<file path="config.mk">
export PLATFORM = sky130hd
export DESIGN_NAME = gptm_ctrl
export DESIGN_NICKNAME = d
export VERILOG_FILES = /design/src/gptm_pkg.sv /design/src/timer_half.sv /design/src/gptm_ctrl.sv
export VERILOG_INCLUDE_DIRS = /design/src /design/src/src
export SDC_FILE = /design/constraint.sdc
export NUM_CORES = 1
export LEC_CHECK = 0
export CORE_ASPECT_RATIO = 0.5
export CORE_MARGIN = 10
export CORE_UTILIZATION = 50
export CTS_BUF_LIST = sky130_fd_sc_hd__clkbuf_16
export DETAILED_ROUTE_END_ITERATION = 8
export DONT_BUFFER_PORTS = 1
export GPL_ROUTABILITY_DRIVEN = 0
export HOLD_SLACK_MARGIN = 0.06
export SYNTH_ARGS = -nofsm -noshare
export SYNTH_HDL_FRONTEND = slang
export SYNTH_SLANG_ARGS = --single-unit
export TNS_END_PERCENT = 100
</file>
<file path="constraint.sdc">
create_clock -name CLK -period 6.9 [get_ports CLK]
set_input_delay 0.345 -clock CLK [delete_from_list [all_inputs] [get_ports CLK]]
set_output_delay 0.345 -clock CLK [all_outputs]
set_load 0.1 [all_outputs]
</file>
<file path="src/gptm_map.svh">
`ifndef GPTM_MAP_SVH
`define GPTM_MAP_SVH
// ==========================================================================
// Register offsets (byte addresses, one word each)
`define CFG_OFS 8'h00
`define MODE_A_OFS 8'h04
`define MODE_B_OFS 8'h08
`define CTL_OFS 8'h0c
`define IMR_OFS 8'h18
`define RIS_OFS 8'h1c
`define MIS_OFS 8'h20
`define ICR_OFS 8'h24
`define LOAD_A_OFS 8'h28
`define LOAD_B_OFS 8'h2c
`define MATCH_A_OFS 8'h30
`define MATCH_B_OFS 8'h34
`define PRE_A_OFS 8'h38
`define PRE_B_OFS 8'h3c
`define PMATCH_A_OFS 8'h40
`define PMATCH_B_OFS 8'h44
`define VALUE_A_OFS 8'h48
`define VALUE_B_OFS 8'h4c
`define RTC_MATCH_OFS 8'h50
// ==========================================================================
// Control register field positions, half B is half A plus 8
`define CTL_EN 0
`define CTL_STALL 1
`define CTL_TRIG 5
`define CTL_INV 6
`define CTL_B_OFS 8
// ==========================================================================
// Interrupt bit positions
`define IRQ_A_TIMEOUT 0
`define IRQ_A_CMATCH 1
`define IRQ_A_CEVENT 2
`define IRQ_RTC 3
`define IRQ_B_TIMEOUT 8
`define IRQ_B_CMATCH 9
`define IRQ_B_CEVENT 10
`define IRQ_ALL 32'h0000070f
// ==========================================================================
// Reset values
`define LOAD_RST 16'hffff
`define CFG_RST 3'h0
`endif

</file>
<file path="src/gptm_pkg.sv">
package gptm_pkg;
  // Top-level configuration field
  typedef enum logic [2:0] {
    CFG_32_TIMER = 3'b000,
    CFG_32_RTC = 3'b001,
    CFG_16_PAIR = 3'b100
  } cfg_t;
  // Per-half mode field
  typedef enum logic [2:0] {
    MODE_ONE_SHOT = 3'b001,
    MODE_PERIODIC = 3'b010,
    MODE_CAP_COUNT = 3'b011,
    MODE_CAP_TIME = 3'b111,
    MODE_PWM = 3'b110
  } mode_t;
endpackage

</file>
<file path="src/timer_half.sv">
`timescale 1ns/10ps
`default_nettype none
`include "gptm_map.svh"
// ==========================================================================
// One 16-bit half with 8-bit prescaler
module timer_half #(
  parameter int W = 16,
  parameter int PW = 8
) (
  input wire logic clk,
  input wire logic rst_n,
  input wire logic ce,
  input wire logic run,
  input wire logic use_pre,
  input wire gptm_pkg::mode_t mode,
  input wire logic load_wr,
  input wire logic [W-1:0] load,
  input wire logic [W-1:0] match,
  input wire logic [PW-1:0] pre,
  input wire logic [PW-1:0] pmatch,
  input wire logic edge_in,
  output logic [W-1:0] count,
  output logic [PW-1:0] pcount,
  output logic timeout,
  output logic cmatch,
  output logic cevent,
  output logic pwm_hi
);
  logic active;
  wire periodic = (mode == gptm_pkg::MODE_PERIODIC);
  wire pwm = (mode == gptm_pkg::MODE_PWM);
  wire capcnt = (mode == gptm_pkg::MODE_CAP_COUNT);
  wire captime = (mode == gptm_pkg::MODE_CAP_TIME);
  wire cap_mode = capcnt | captime;
  wire pre_done = !use_pre || (pcount == '0);
  wire tick = cap_mode ? edge_in : pre_done;
  wire at_zero = (count == '0);
  wire match_hit = (count == match) && (!use_pre || pcount == pmatch);
  wire restart = periodic | pwm;
  wire [PW-1:0] next_pcount = pre_done ? pre : pcount - 1'b1;
  wire [W-1:0] next_count = at_zero ? load : count - 1'b1;
  // One-shot parks at zero rather than reloading
  wire hold_zero = at_zero && !restart && !cap_mode;

  always_ff @(posedge clk) begin
    if (!rst_n) begin
      count <= `LOAD_RST;
      pcount <= '0;
      active <= 1'b1;
      timeout <= 1'b0;
      cmatch <= 1'b0;
      cevent <= 1'b0;
      pwm_hi <= 1'b0;
    end else if (ce) begin
      timeout <= 1'b0;
      cmatch <= 1'b0;
      cevent <= 1'b0;
      if (load_wr) begin
        count <= load;
        pcount <= pre;
        active <= 1'b1;
      end else if (run && active) begin
        if (!cap_mode) pcount <= next_pcount;
        if (captime && edge_in) cevent <= 1'b1;
        if (tick) begin
          if (!hold_zero) count <= next_count;
          if (capcnt && match_hit) cmatch <= 1'b1;
          if (at_zero && !cap_mode) begin
            timeout <= 1'b1;
            if (!restart) active <= 1'b0;
          end
        end
      end
      pwm_hi <= pwm && run && (count > match);
    end
  end
endmodule
`default_nettype wire

</file>
<file path="src/gptm_ctrl.sv">
// Implementation choices: the register offsets and the plain strobed port.
`timescale 1ns/10ps
`default_nettype none
`include "gptm_map.svh"
// Overview of operation
// - Invert setting makes PWM output active low
// - Stall setting stops half during debug halt
// - Trigger output only active when enabled
// - Halves enabled separately or together; disabled halts
// - Seven interrupt sources: per half plus RTC
// - Per-source enable gates processor interrupt
// - Write-one clears only the named sources
// - Raw and masked status both readable
// - Load write reloads running counter at once
// - Combined timer uses half A registers only; half B load and match writes still change its upper half
// - Match value sets capture match, PWM duty
// - Prescaler active only in 16-bit modes
// - One-shot stops at zero, periodic reloads; combined one-shot low half keeps reloading from load_a
// - Prescale and prescale match take 0..255
// - PWM drives edge-aligned pulse on capture pin
module gptm_ctrl #(
  parameter int AW = 8
) (
  // Clock, reset, enable
  input wire logic CLK,
  input wire logic RST_N,
  input wire logic CE,
  // Register port
  input wire logic [AW-1:0] ADDR,
  input wire logic [31:0] WDATA,
  input wire logic WR,
  input wire logic RD,
  output logic [31:0] RDATA,
  // Debug halt and RTC tick
  input wire logic DEBUG_HALT,
  input wire logic RTC_TICK,
  // Capture pins
  input wire logic CCP_A_IN,
  input wire logic CCP_B_IN,
  output logic CCP_A_OUT,
  output logic CCP_A_OE,
  output logic CCP_B_OUT,
  output logic CCP_B_OE,
  // Triggers and interrupt
  output logic TRIG_A,
  output logic TRIG_B,
  output logic IRQ
);
  // ========================================================================
  // Input synchronisers
  logic [1:0] halt_s, rtc_s, a_s, b_s;
  logic rtc_d, a_d, b_d;
  always_ff @(posedge CLK) begin
    if (!RST_N) begin
      halt_s <= '0;
      rtc_s <= '0;
      a_s <= '0;
      b_s <= '0;
      rtc_d <= 1'b0;
      a_d <= 1'b0;
      b_d <= 1'b0;
    end else if (CE) begin
      halt_s <= {halt_s[0], DEBUG_HALT};
      rtc_s <= {rtc_s[0], RTC_TICK};
      a_s <= {a_s[0], CCP_A_IN};
      b_s <= {b_s[0], CCP_B_IN};
      rtc_d <= rtc_s[1];
      a_d <= a_s[1];
      b_d <= b_s[1];
    end
  end
  wire halted = halt_s[1];
  wire rtc_edge = rtc_s[1] & ~rtc_d;
  wire a_edge = a_s[1] & ~a_d;
  wire b_edge = b_s[1] & ~b_d;

  // ========================================================================
  // Registers
  gptm_pkg::cfg_t cfg;
  gptm_pkg::mode_t mode_a, mode_b;
  logic [15:0] ctl, load_a, load_b, match_a, match_b;
  logic [7:0] pre_a, pre_b, pmatch_a, pmatch_b;
  logic [31:0] imr, ris, rtc_match, rtc_count;

  function automatic logic hit(input logic [AW-1:0] a, input logic [7:0] o);
    hit = (a == AW'(o));
  endfunction

  wire wr_cfg = WR && hit(ADDR, `CFG_OFS);
  wire wr_ma = WR && hit(ADDR, `MODE_A_OFS);
  wire wr_mb = WR && hit(ADDR, `MODE_B_OFS);
  wire wr_ctl = WR && hit(ADDR, `CTL_OFS);
  wire wr_imr = WR && hit(ADDR, `IMR_OFS);
  wire wr_icr = WR && hit(ADDR, `ICR_OFS);
  wire wr_la = WR && hit(ADDR, `LOAD_A_OFS);
  wire wr_lb = WR && hit(ADDR, `LOAD_B_OFS);
  wire wr_mta = WR && hit(ADDR, `MATCH_A_OFS);
  wire wr_mtb = WR && hit(ADDR, `MATCH_B_OFS);
  wire wr_pa = WR && hit(ADDR, `PRE_A_OFS);
  wire wr_pb = WR && hit(ADDR, `PRE_B_OFS);
  wire wr_pma = WR && hit(ADDR, `PMATCH_A_OFS);
  wire wr_pmb = WR && hit(ADDR, `PMATCH_B_OFS);
  wire wr_rtcm = WR && hit(ADDR, `RTC_MATCH_OFS);

  wire pair = (cfg == gptm_pkg::CFG_16_PAIR);
  wire rtc_mode = (cfg == gptm_pkg::CFG_32_RTC);
  wire en_a = ctl[`CTL_EN];
  wire en_b = ctl[`CTL_B_OFS + `CTL_EN];
  // Stall only when selected; otherwise debug halt is ignored
  wire run_a = en_a && !(halted && ctl[`CTL_STALL]);
  wire run_b = en_b && !(halted && ctl[`CTL_B_OFS + `CTL_STALL]);

  always_ff @(posedge CLK) begin
    if (!RST_N) begin
      cfg <= gptm_pkg::CFG_32_TIMER;
      mode_a <= gptm_pkg::MODE_ONE_SHOT;
      mode_b <= gptm_pkg::MODE_ONE_SHOT;
      ctl <= '0;
      imr <= '0;
      load_a <= `LOAD_RST;
      load_b <= `LOAD_RST;
      match_a <= `LOAD_RST;
      match_b <= `LOAD_RST;
      pre_a <= '0;
      pre_b <= '0;
      pmatch_a <= '0;
      pmatch_b <= '0;
      rtc_match <= '1;
    end else if (CE) begin
      if (wr_cfg) cfg <= gptm_pkg::cfg_t'(WDATA[2:0]);
      if (wr_ma) mode_a <= gptm_pkg::mode_t'(WDATA[2:0]);
      if (wr_mb) mode_b <= gptm_pkg::mode_t'(WDATA[2:0]);
      if (wr_ctl) ctl <= WDATA[15:0];
      if (wr_imr) imr <= WDATA & `IRQ_ALL;
      if (wr_la) load_a <= WDATA[15:0];
      if (wr_lb) load_b <= WDATA[15:0];
      // Combined mode keeps upper half in half B registers
      if (wr_la && !pair) load_b <= WDATA[31:16];
      if (wr_mta) match_a <= WDATA[15:0];
      if (wr_mta && !pair) match_b <= WDATA[31:16];
      if (wr_mtb) match_b <= WDATA[15:0];
      if (wr_pa) pre_a <= WDATA[7:0];
      if (wr_pb) pre_b <= WDATA[7:0];
      if (wr_pma) pmatch_a <= WDATA[7:0];
      if (wr_pmb) pmatch_b <= WDATA[7:0];
      if (wr_rtcm) rtc_match <= WDATA;
    end
  end

  // ========================================================================
  // Counters: two halves, chained in 32-bit mode
  logic [15:0] cnt_a, cnt_b;
  logic [7:0] pc_a, pc_b;
  logic to_a, to_b, cm_a, cm_b, ce_a, ce_b, pw_a, pw_b;
  wire chain_tick = !pair && (cnt_a == '0) && run_a;
  wire ld_b = (wr_lb && pair) || (wr_la && !pair);
  // Bus data only on a write; wraps reload the stored value
  // Combined low half wraps through ffff until the high half is zero
  wire [15:0] rel_a = (pair || cnt_b == 16'h0) ? load_a : 16'hffff;
  wire [15:0] ld_val_a = wr_la ? WDATA[15:0] : rel_a;
  wire [15:0] ld_b_wr = pair ? WDATA[15:0] : WDATA[31:16];
  wire [15:0] ld_val_b = ld_b ? ld_b_wr : load_b;
  gptm_pkg::mode_t mode_a_eff, mode_b_eff;
  assign mode_a_eff = pair ? mode_a : gptm_pkg::MODE_PERIODIC;
  assign mode_b_eff = pair ? mode_b : mode_a;

  timer_half u_half_a (
    .clk(CLK),
    .rst_n(RST_N),
    .ce(CE),
    .run(run_a && !rtc_mode),
    .use_pre(pair),
    .mode(mode_a_eff),
    .load_wr(wr_la),
    .load(ld_val_a),
    .match(match_a),
    .pre(pre_a),
    .pmatch(pmatch_a),
    .edge_in(a_edge),
    .count(cnt_a),
    .pcount(pc_a),
    .timeout(to_a),
    .cmatch(cm_a),
    .cevent(ce_a),
    .pwm_hi(pw_a)
  );

  timer_half u_half_b (
    .clk(CLK),
    .rst_n(RST_N),
    .ce(CE),
    .run(pair ? run_b : chain_tick && !rtc_mode),
    .use_pre(pair),
    .mode(mode_b_eff),
    .load_wr(ld_b),
    .load(ld_val_b),
    .match(match_b),
    .pre(pre_b),
    .pmatch(pmatch_b),
    .edge_in(b_edge),
    .count(cnt_b),
    .pcount(pc_b),
    .timeout(to_b),
    .cmatch(cm_b),
    .cevent(ce_b),
    .pwm_hi(pw_b)
  );

  // Low half reloads from load_a on the wrap where B is zero; combined timeout is B's
  wire to32 = !pair && to_b && (cnt_a == load_a);

  // ========================================================================
  // RTC counter, counts synchronised one-second ticks
  always_ff @(posedge CLK) begin
    if (!RST_N) begin
      rtc_count <= '0;
    end else if (CE && rtc_mode && en_a && rtc_edge) begin
      rtc_count <= rtc_count + 32'h1;
    end
  end
  wire rtc_hit = rtc_mode && en_a && rtc_edge && (rtc_count == rtc_match);

  // ========================================================================
  // Interrupt status
  logic [31:0] ev;
  always_comb begin
    ev = '0;
    ev[`IRQ_A_TIMEOUT] = pair ? to_a : to32;
    ev[`IRQ_A_CMATCH] = cm_a;
    ev[`IRQ_A_CEVENT] = ce_a;
    ev[`IRQ_RTC] = rtc_hit;
    ev[`IRQ_B_TIMEOUT] = pair && to_b;
    ev[`IRQ_B_CMATCH] = pair && cm_b;
    ev[`IRQ_B_CEVENT] = pair && ce_b;
  end
  wire [31:0] clr = wr_icr ? WDATA : '0;
  // Set wins over a clear in the same cycle
  wire [31:0] next_ris = ((ris & ~clr) | ev) & `IRQ_ALL;
  wire [31:0] mis = ris & imr;

  always_ff @(posedge CLK) begin
    if (!RST_N) begin
      ris <= '0;
      IRQ <= 1'b0;
    end else if (CE) begin
      ris <= next_ris;
      IRQ <= |(next_ris & imr);
    end
  end

  // ========================================================================
  // Pins and triggers
  wire pwm_a = pair && mode_a == gptm_pkg::MODE_PWM && en_a;
  wire pwm_b = pair && mode_b == gptm_pkg::MODE_PWM && en_b;
  always_ff @(posedge CLK) begin
    if (!RST_N) begin
      CCP_A_OUT <= 1'b0;
      CCP_B_OUT <= 1'b0;
      CCP_A_OE <= 1'b0;
      CCP_B_OE <= 1'b0;
      TRIG_A <= 1'b0;
      TRIG_B <= 1'b0;
    end else if (CE) begin
      CCP_A_OE <= pwm_a;
      CCP_B_OE <= pwm_b;
      CCP_A_OUT <= pw_a ^ ctl[`CTL_INV];
      CCP_B_OUT <= pw_b ^ ctl[`CTL_B_OFS + `CTL_INV];
      TRIG_A <= ctl[`CTL_TRIG] && ev[`IRQ_A_TIMEOUT];
      TRIG_B <= ctl[`CTL_B_OFS + `CTL_TRIG] && to_b && pair;
    end
  end

  // ========================================================================
  // Read data, one cycle after the strobe
  wire [31:0] load_a_rd = pair ? {16'h0, load_a} : {load_b, load_a};
  wire [31:0] match_a_rd = pair ? {16'h0, match_a} : {match_b, match_a};
  wire [31:0] cnt_pair = {8'h0, pc_a, cnt_a};
  wire [31:0] value_a_rd =
    rtc_mode ? rtc_count : pair ? cnt_pair : {cnt_b, cnt_a};
  logic [31:0] rd_mux;
  always_comb begin
    rd_mux = '0;
    if (hit(ADDR, `CFG_OFS)) rd_mux = {29'h0, cfg};
    if (hit(ADDR, `MODE_A_OFS)) rd_mux = {29'h0, mode_a};
    if (hit(ADDR, `MODE_B_OFS)) rd_mux = {29'h0, mode_b};
    if (hit(ADDR, `CTL_OFS)) rd_mux = {16'h0, ctl};
    if (hit(ADDR, `IMR_OFS)) rd_mux = imr;
    if (hit(ADDR, `RIS_OFS)) rd_mux = ris;
    if (hit(ADDR, `MIS_OFS)) rd_mux = mis;
    if (hit(ADDR, `LOAD_A_OFS)) rd_mux = load_a_rd;
    if (hit(ADDR, `LOAD_B_OFS)) rd_mux = {16'h0, load_b};
    if (hit(ADDR, `MATCH_A_OFS)) rd_mux = match_a_rd;
    if (hit(ADDR, `MATCH_B_OFS)) rd_mux = {16'h0, match_b};
    if (hit(ADDR, `PRE_A_OFS)) rd_mux = {24'h0, pre_a};
    if (hit(ADDR, `PRE_B_OFS)) rd_mux = {24'h0, pre_b};
    if (hit(ADDR, `PMATCH_A_OFS)) rd_mux = {24'h0, pmatch_a};
    if (hit(ADDR, `PMATCH_B_OFS)) rd_mux = {24'h0, pmatch_b};
    if (hit(ADDR, `VALUE_A_OFS)) rd_mux = value_a_rd;
    if (hit(ADDR, `VALUE_B_OFS)) rd_mux = {8'h0, pc_b, cnt_b};
    if (hit(ADDR, `RTC_MATCH_OFS)) rd_mux = rtc_match;
  end

  always_ff @(posedge CLK) begin
    if (!RST_N) begin
      RDATA <= '0;
    end else if (CE) begin
      RDATA <= RD ? rd_mux : '0;
    end
  end
endmodule
`default_nettype wire

</file>
Word level (Yosys, flattened, before mapping)

Index checks and enable logic that the tools add are counted.

Register bits: 307
Logic and storage cells: 309
Input port bits: 49
RAM bits: 0
Bits in latches: 0
Output and inout port bits: 39
Memories kept: 0
Bits in read-only memories: 0

Div/mod/pow operators: 0
Muxes and demuxes: 88
Eq/ne operators: 42
$add $sub $neg: 5
Multiply operators: 0
$lt $le $gt $ge: 2
Reductions and logical operators: 110
Bitwise logic cells: 17
Shift-type cells: 0

Operators by type and width:

| operator                                            | count |
|---|---|
| 2-to-1 mux 32 bit                                   | 22 |
| 2-to-1 mux 16 bit                                   | 18 |
| == test 8 x 6 -> 1 bit (second input constant)      | 8 |
| 2-to-1 mux 8 bit                                    | 8 |
| logical AND 1 bit                                   | 62 |
| == test 16 bit                                      | 3 |
| == test 8 x 7 -> 1 bit (second input constant)      | 5 |
| 2-to-1 mux 1 bit                                    | 36 |
| bitwise AND 11 bit                                  | 3 |
| adder 32 x 1 -> 32 bit (second input constant)      | 1 |
| == test 32 bit                                      | 1 |
| > comparator 16 bit                                 | 2 |
| zero test 16 bit                                    | 2 |
| OR reduction 32 bit                                 | 1 |
| subtractor 16 x 1 -> 16 bit (second input constant) | 2 |
| AND reduction 2 bit                                 | 14 |
| zero test 8 bit                                     | 3 |
| == test 3 bit (second input constant)               | 7 |
| == test 8 x 4 -> 1 bit (second input constant)      | 2 |
| == test 8 x 5 -> 1 bit (second input constant)      | 2 |
| == test 8 bit                                       | 2 |
| nonzero test 2 bit                                  | 8 |
| subtractor 8 x 1 -> 8 bit (second input constant)   | 2 |
| == test 3 x 2 -> 1 bit (second input constant)      | 4 |
| 16 further kinds                                    | 46 |

Longest topological paths before layout

Depth after elaboration: 20
Mapped depth: 11
Depth with buffers taken out: 8

Modules after synthesis

From an unflattened synthesis, not the netlist that was laid out.

Cells, all modules: 2427
Area total of the unflattened synthesis: 19431.1 um^2

Modules (own cells, without submodules):

| module     | seq. area each (um^2) | times used | area each (um^2) | cells each |
|---|---|---|---|---|
| gptm_ctrl  | 4984.8                | 1          | 14361.3          | 1789 |
| timer_half | 580.6                 | 2          | 2534.9           | 319 |

Worst setup path after synthesis

OpenSTA, ideal clock, no wires.

Path kind: register to register
Start point: register u_half_b.count[0]
End point: register u_half_b.count[11]
Stages on the path, launching flop included: 12
Period minus slack after synthesis: 2353 ps
Arrival: 2217 ps
Setup time: 136 ps
Required time: 6764 ps
Path slack: 4547 ps
Path buffers: 3
Cells stage by stage: dfxtp_1 > clkbuf_1 > inv_1 > ha_1 > nor4b_2 > and4_1 > buf_2 > nand2_1 > a31o_2 > buf_2 > a211oi_1 > a31oi_1

Word-level cells in the longest chain between the ends: 6
Elaborated cells between the ends (all ways): 11
Classes of those cells: add/sub: 1; eq/ne: 1; mux: 5; reduce/logical: 4

Ends and longest elaborated chain:

| what                                                                   | RTL line                           | RTL |
|---|---|---|
| from (decl)                                                            | timer_half.sv:22                   | `output logic [W-1:0] count,` |
| from (signal assigned)                                                 | timer_half.sv:47                   | `` count <= `LOAD_RST; `` |
| from (signal assigned)                                                 | timer_half.sv:59                   | `count <= load;` |
| from (signal assigned)                                                 | timer_half.sv:66                   | `if (!hold_zero) count <= next_count;` |
| subtractor 16 x 1 -> 16 bit / zero test 16 bit (equally long branches) | timer_half.sv:41, timer_half.sv:37 |  |
| 2-to-1 mux 16 bit                                                      | timer_half.sv:41                   | `wire [W-1:0] next_count = at_zero ? load : count - 1'b1;` |
| 2-to-1 mux 16 bit                                                      | timer_half.sv:66                   |  |
| 2-to-1 mux 16 bit                                                      | timer_half.sv:65                   | `if (tick) begin` |
| 2-to-1 mux 16 bit                                                      | timer_half.sv:62                   | `end else if (run && active) begin` |
| 2-to-1 mux 16 bit                                                      | timer_half.sv:58                   | `if (load_wr) begin` |

Parallel ways exist; a longest one is shown, timed or not. The select of a mux whose other input is x is not followed.
A chain may end at the register's enable or synchronous reset.

Worst setup path after layout

Start point: register cfg[0]
End point: register u_half_b.count[3]

Word-level cells in the longest chain between the ends: 10
Elaborated cells between the ends (all ways): 36
Classes of those cells: eq/ne: 7; mux: 10; bitwise: 2; reduce/logical: 17

Ends and longest elaborated chain:

| what                                                                         | RTL line         | RTL |
|---|---|---|
| from (decl)                                                                  | gptm_ctrl.sv:79  | `gptm_pkg::cfg_t cfg;` |
| from (signal assigned)                                                       | gptm_ctrl.sv:115 | `cfg <= gptm_pkg::CFG_32_TIMER;` |
| from (signal assigned)                                                       | gptm_ctrl.sv:130 | `if (wr_cfg) cfg <= gptm_pkg::cfg_t'(WDATA[2:0]);` |
| parallel branches: the longest is 10 deep, another holds AND reduction 4 bit | --               |  |

Several ways; the timed one is not identified. The select of a mux whose other input is x is not followed.

==> run metrics <==
status=complete, no violations; critical path class=reg -> reg; Syn Area/Cell=between 7 and 8 sq um; Cell Count, Final, Fillers Out=around 2900; CP required=7440 ps; crit end category=register; Max Fclk=261 MHz; die height=157 um; FP Rows=about 50; Critical R2R Capture=u_half_b.count[3]; MaxCap Viol Count=0; TNS Setup=0 ps; drc violations=0; VDD IR max=0.196 mV; post-route ant nets=0; worst path arrival time=between 4000 and 5000 ps; first-pass GRT wire length=125000 um; Cell Count Post-Placement=around 2800; clk sinks=about 300; Clock Skew=between 10 and 15 ps; worst hold margin=~66 ps; # IOs=88; Area growth, synth to finish=7.60%; pin count of the biggest net entering global routing=roughly 150; dpl ws=3380 ps; final slew viol count=0; RSZ-0062 raised after global routing=no; minimum clock period=3840 ps; final setup vio count=0; area post-placement=between 15000 and 20000 sq um; leakage=7.50 nW; number of flops mapped to enable cells by yosys=0; Crit Path Max Fanout=between 40 and 50; post-synthesis cell type count=92; Worst-Margin Slew=1380 ps; GRT Util Overall=around 36%; Syn Nets=about 2600; commonest non-fill, non-tap cell in the layout=nand2_1; CTS clk-pin slew, worst paths=approximately 70 ps; sink of the worst hold path=u_half_b.count[9]; Die X=about 290 um; number of global-route vias before repair=17300; initial antenna violation count=12; root buf cell=clkbuf_16; Remaining Overflow, GRT=0; post-layout util=about 55%; clock buffer depth=3; total CTS buffers=30; Yosys warnings=0; Final Cell Area=just over 20000 sq um; Worst Setup Slack, final=approximately 3100 ps; startpoint types=register; min-delay src=WDATA[25]; clock latency on the worst-skew pair=approximately 600 ps; Core Area=36400 sq um; cells on worst reg2reg path=8; hold depth=3; drt wl/cell=about 31 um; CTS tree=done; Hold Vio Cnt, Final=0; asr flop ratio synth=0%; Post-Syn Area=18700 sq um; Worst R2R Setup Slack=3060 ps; dpl hpwl=between 50000 and 60000 um; Post-Syn Instances=between 2000 and 2500; Initial Util=between 50% and 60%; drt first pass iters=8; worst reg2reg path startpoint=cfg[0]; Min-Delay Path Class=in -> reg; Power Density=around 190 nW/um^2; H-tree depth=1; top_reg_cell synth=dfxtp_1; # port buffers=0; via density per instance=about 7.0; WL final=around 88000 um; register area share after synthesis=around a third; relative slew slack=7.70%; nets=about 2400; fraction of layout cells with a size suffix above 1=between 5 and 6%; total number of vias=20200; most frequent cells in the layout=nand2_1, dfxtp_1, nor2_1, a21oi_1, o21ai_0; die area=roughly 46000 sq um; Synth Register Bits=roughly 310; total power=between 3 and 4 mW; initial drt markers=between 3000 and 4000; crit share post-route=a little under three fifths
## flip-flops by register name, indices dropped and copies added, names as in the netlist, 16 cells and up
name	count
RDATA	32
ctl	16
load_a	16
load_b	16
match_a	16
match_b	16
rtc_count	32
rtc_match	32
u_half_a.count	16
u_half_b.count	16
## how the worst max path moves through the flow
stage,end,cells past startpoint,startpoint,slack (ps)
5_1_grt,u_half_b.count[3],7,u_half_b.count[5],3010
2_1_floorplan,u_half_b.count[11],11,u_half_b.count[0],4550
6_report,u_half_b.count[3],8,cfg[0],3060
4_1_cts,u_half_b.count[3],8,cfg[0],3300
3_5_place_dp,u_half_a.count[11],6,ADDR[1],3380
3_3_place_gp,u_half_a.count[11],6,ADDR[1],3410
## logic make-up (layout without fill, tap and decap cells)
logic type / count (synthesis) / after routing / synth area share [%]
flip-flops: 307 / 307 / 32.8
adder cells (fa/ha/maj): 41 / 41 / 2.74
AO/OA/AOI/OAI: 713 / 713 / 24.9
XOR/XNOR: 103 / 103 / 4.82
multiplexers: 84 / 84 / 4.69
other: 0 / 5 / 0
buffers and inverters: 274 / 184 / 5.97
AND/OR/NAND/NOR: 950 / 950 / 24.1
## layout make-up
type                    count  area, sq um
inverters                  59          226
fillers                  3530        16300
well taps                 484          606
clock buffers              31          776
diodes                      5         12.5
repair buffers             69          668
clock inverters            25          226
flip-flops and latches    307         6150
multi-input cells        1891        11500
## worst max-delay path, cell delays in order (launching register included)
cell	delay, ps
dfxtp_1	690
nor3b_4	110
buf_4	350
nor2_1	900
a41o_2	420
a31o_2	480
nand4_1	150
dlygate4sd3_1	590
nand3_1	80
## Yosys cell counts, types with 13 or more instances
| master | count | share of area (%) |
|---|---|---|
| xnor2_1 | 30 | 1.4 |
| o221ai_1 | 22 | 1.0 |
| a21o_1 | 14 | 0.56 |
| nor4_1 | 26 | 0.87 |
| nor2_1 | 198 | 4.0 |
| nand3_1 | 117 | 3.1 |
| a31oi_1 | 26 | 0.87 |
| nand2_1 | 401 | 8.0 |
| nor3_1 | 35 | 0.94 |
| dfxtp_1 | 307 | 33 |
| a221oi_1 | 18 | 0.84 |
| a22oi_1 | 46 | 1.8 |
| buf_2 | 36 | 0.96 |
| ha_1 | 41 | 2.7 |
| o31ai_1 | 18 | 0.72 |
| o22ai_1 | 26 | 0.87 |
| clkbuf_1 | 158 | 3.2 |
| o311ai_1 | 14 | 0.65 |
| nand4_1 | 33 | 1.1 |
| a211oi_1 | 19 | 0.76 |
| mux2i_1 | 72 | 3.8 |
| xor2_1 | 73 | 3.4 |
| a21oi_1 | 180 | 4.8 |
| or3_1 | 20 | 0.67 |
| o211ai_1 | 50 | 2.0 |
| o21ai_0 | 161 | 4.3 |
| inv_1 | 57 | 1.1 |
| buf_1 | 13 | 0.26 |
| a32oi_1 | 17 | 0.80 |
## routing by layer
layer / wire (um) / vias up / GRT usage [%]
met2: 32600 / 1522 / 47.1
met1: 36400 / 9581 / 51.4
met5: 179 / - / 0
li1: - / 8750 / -
met4: 3680 / 18 / 12.5
met3: 15300 / 298 / 16.2
## timing repair
action                                  CTS  global route
hold buffers                             45             1
hold endpoints to repair                233             1
buffers inserted                          0             0
endpoints found under the setup margin    0             0
gates resized for setup                   0             0
## power breakdown
part	switching, mW	total (mW)	internal, mW
combinational	0.168	0.230	0.0618
clock	0.785	1.75	0.962
sequential	0.0181	1.79	1.78
(Power assumes the default switching activity.)
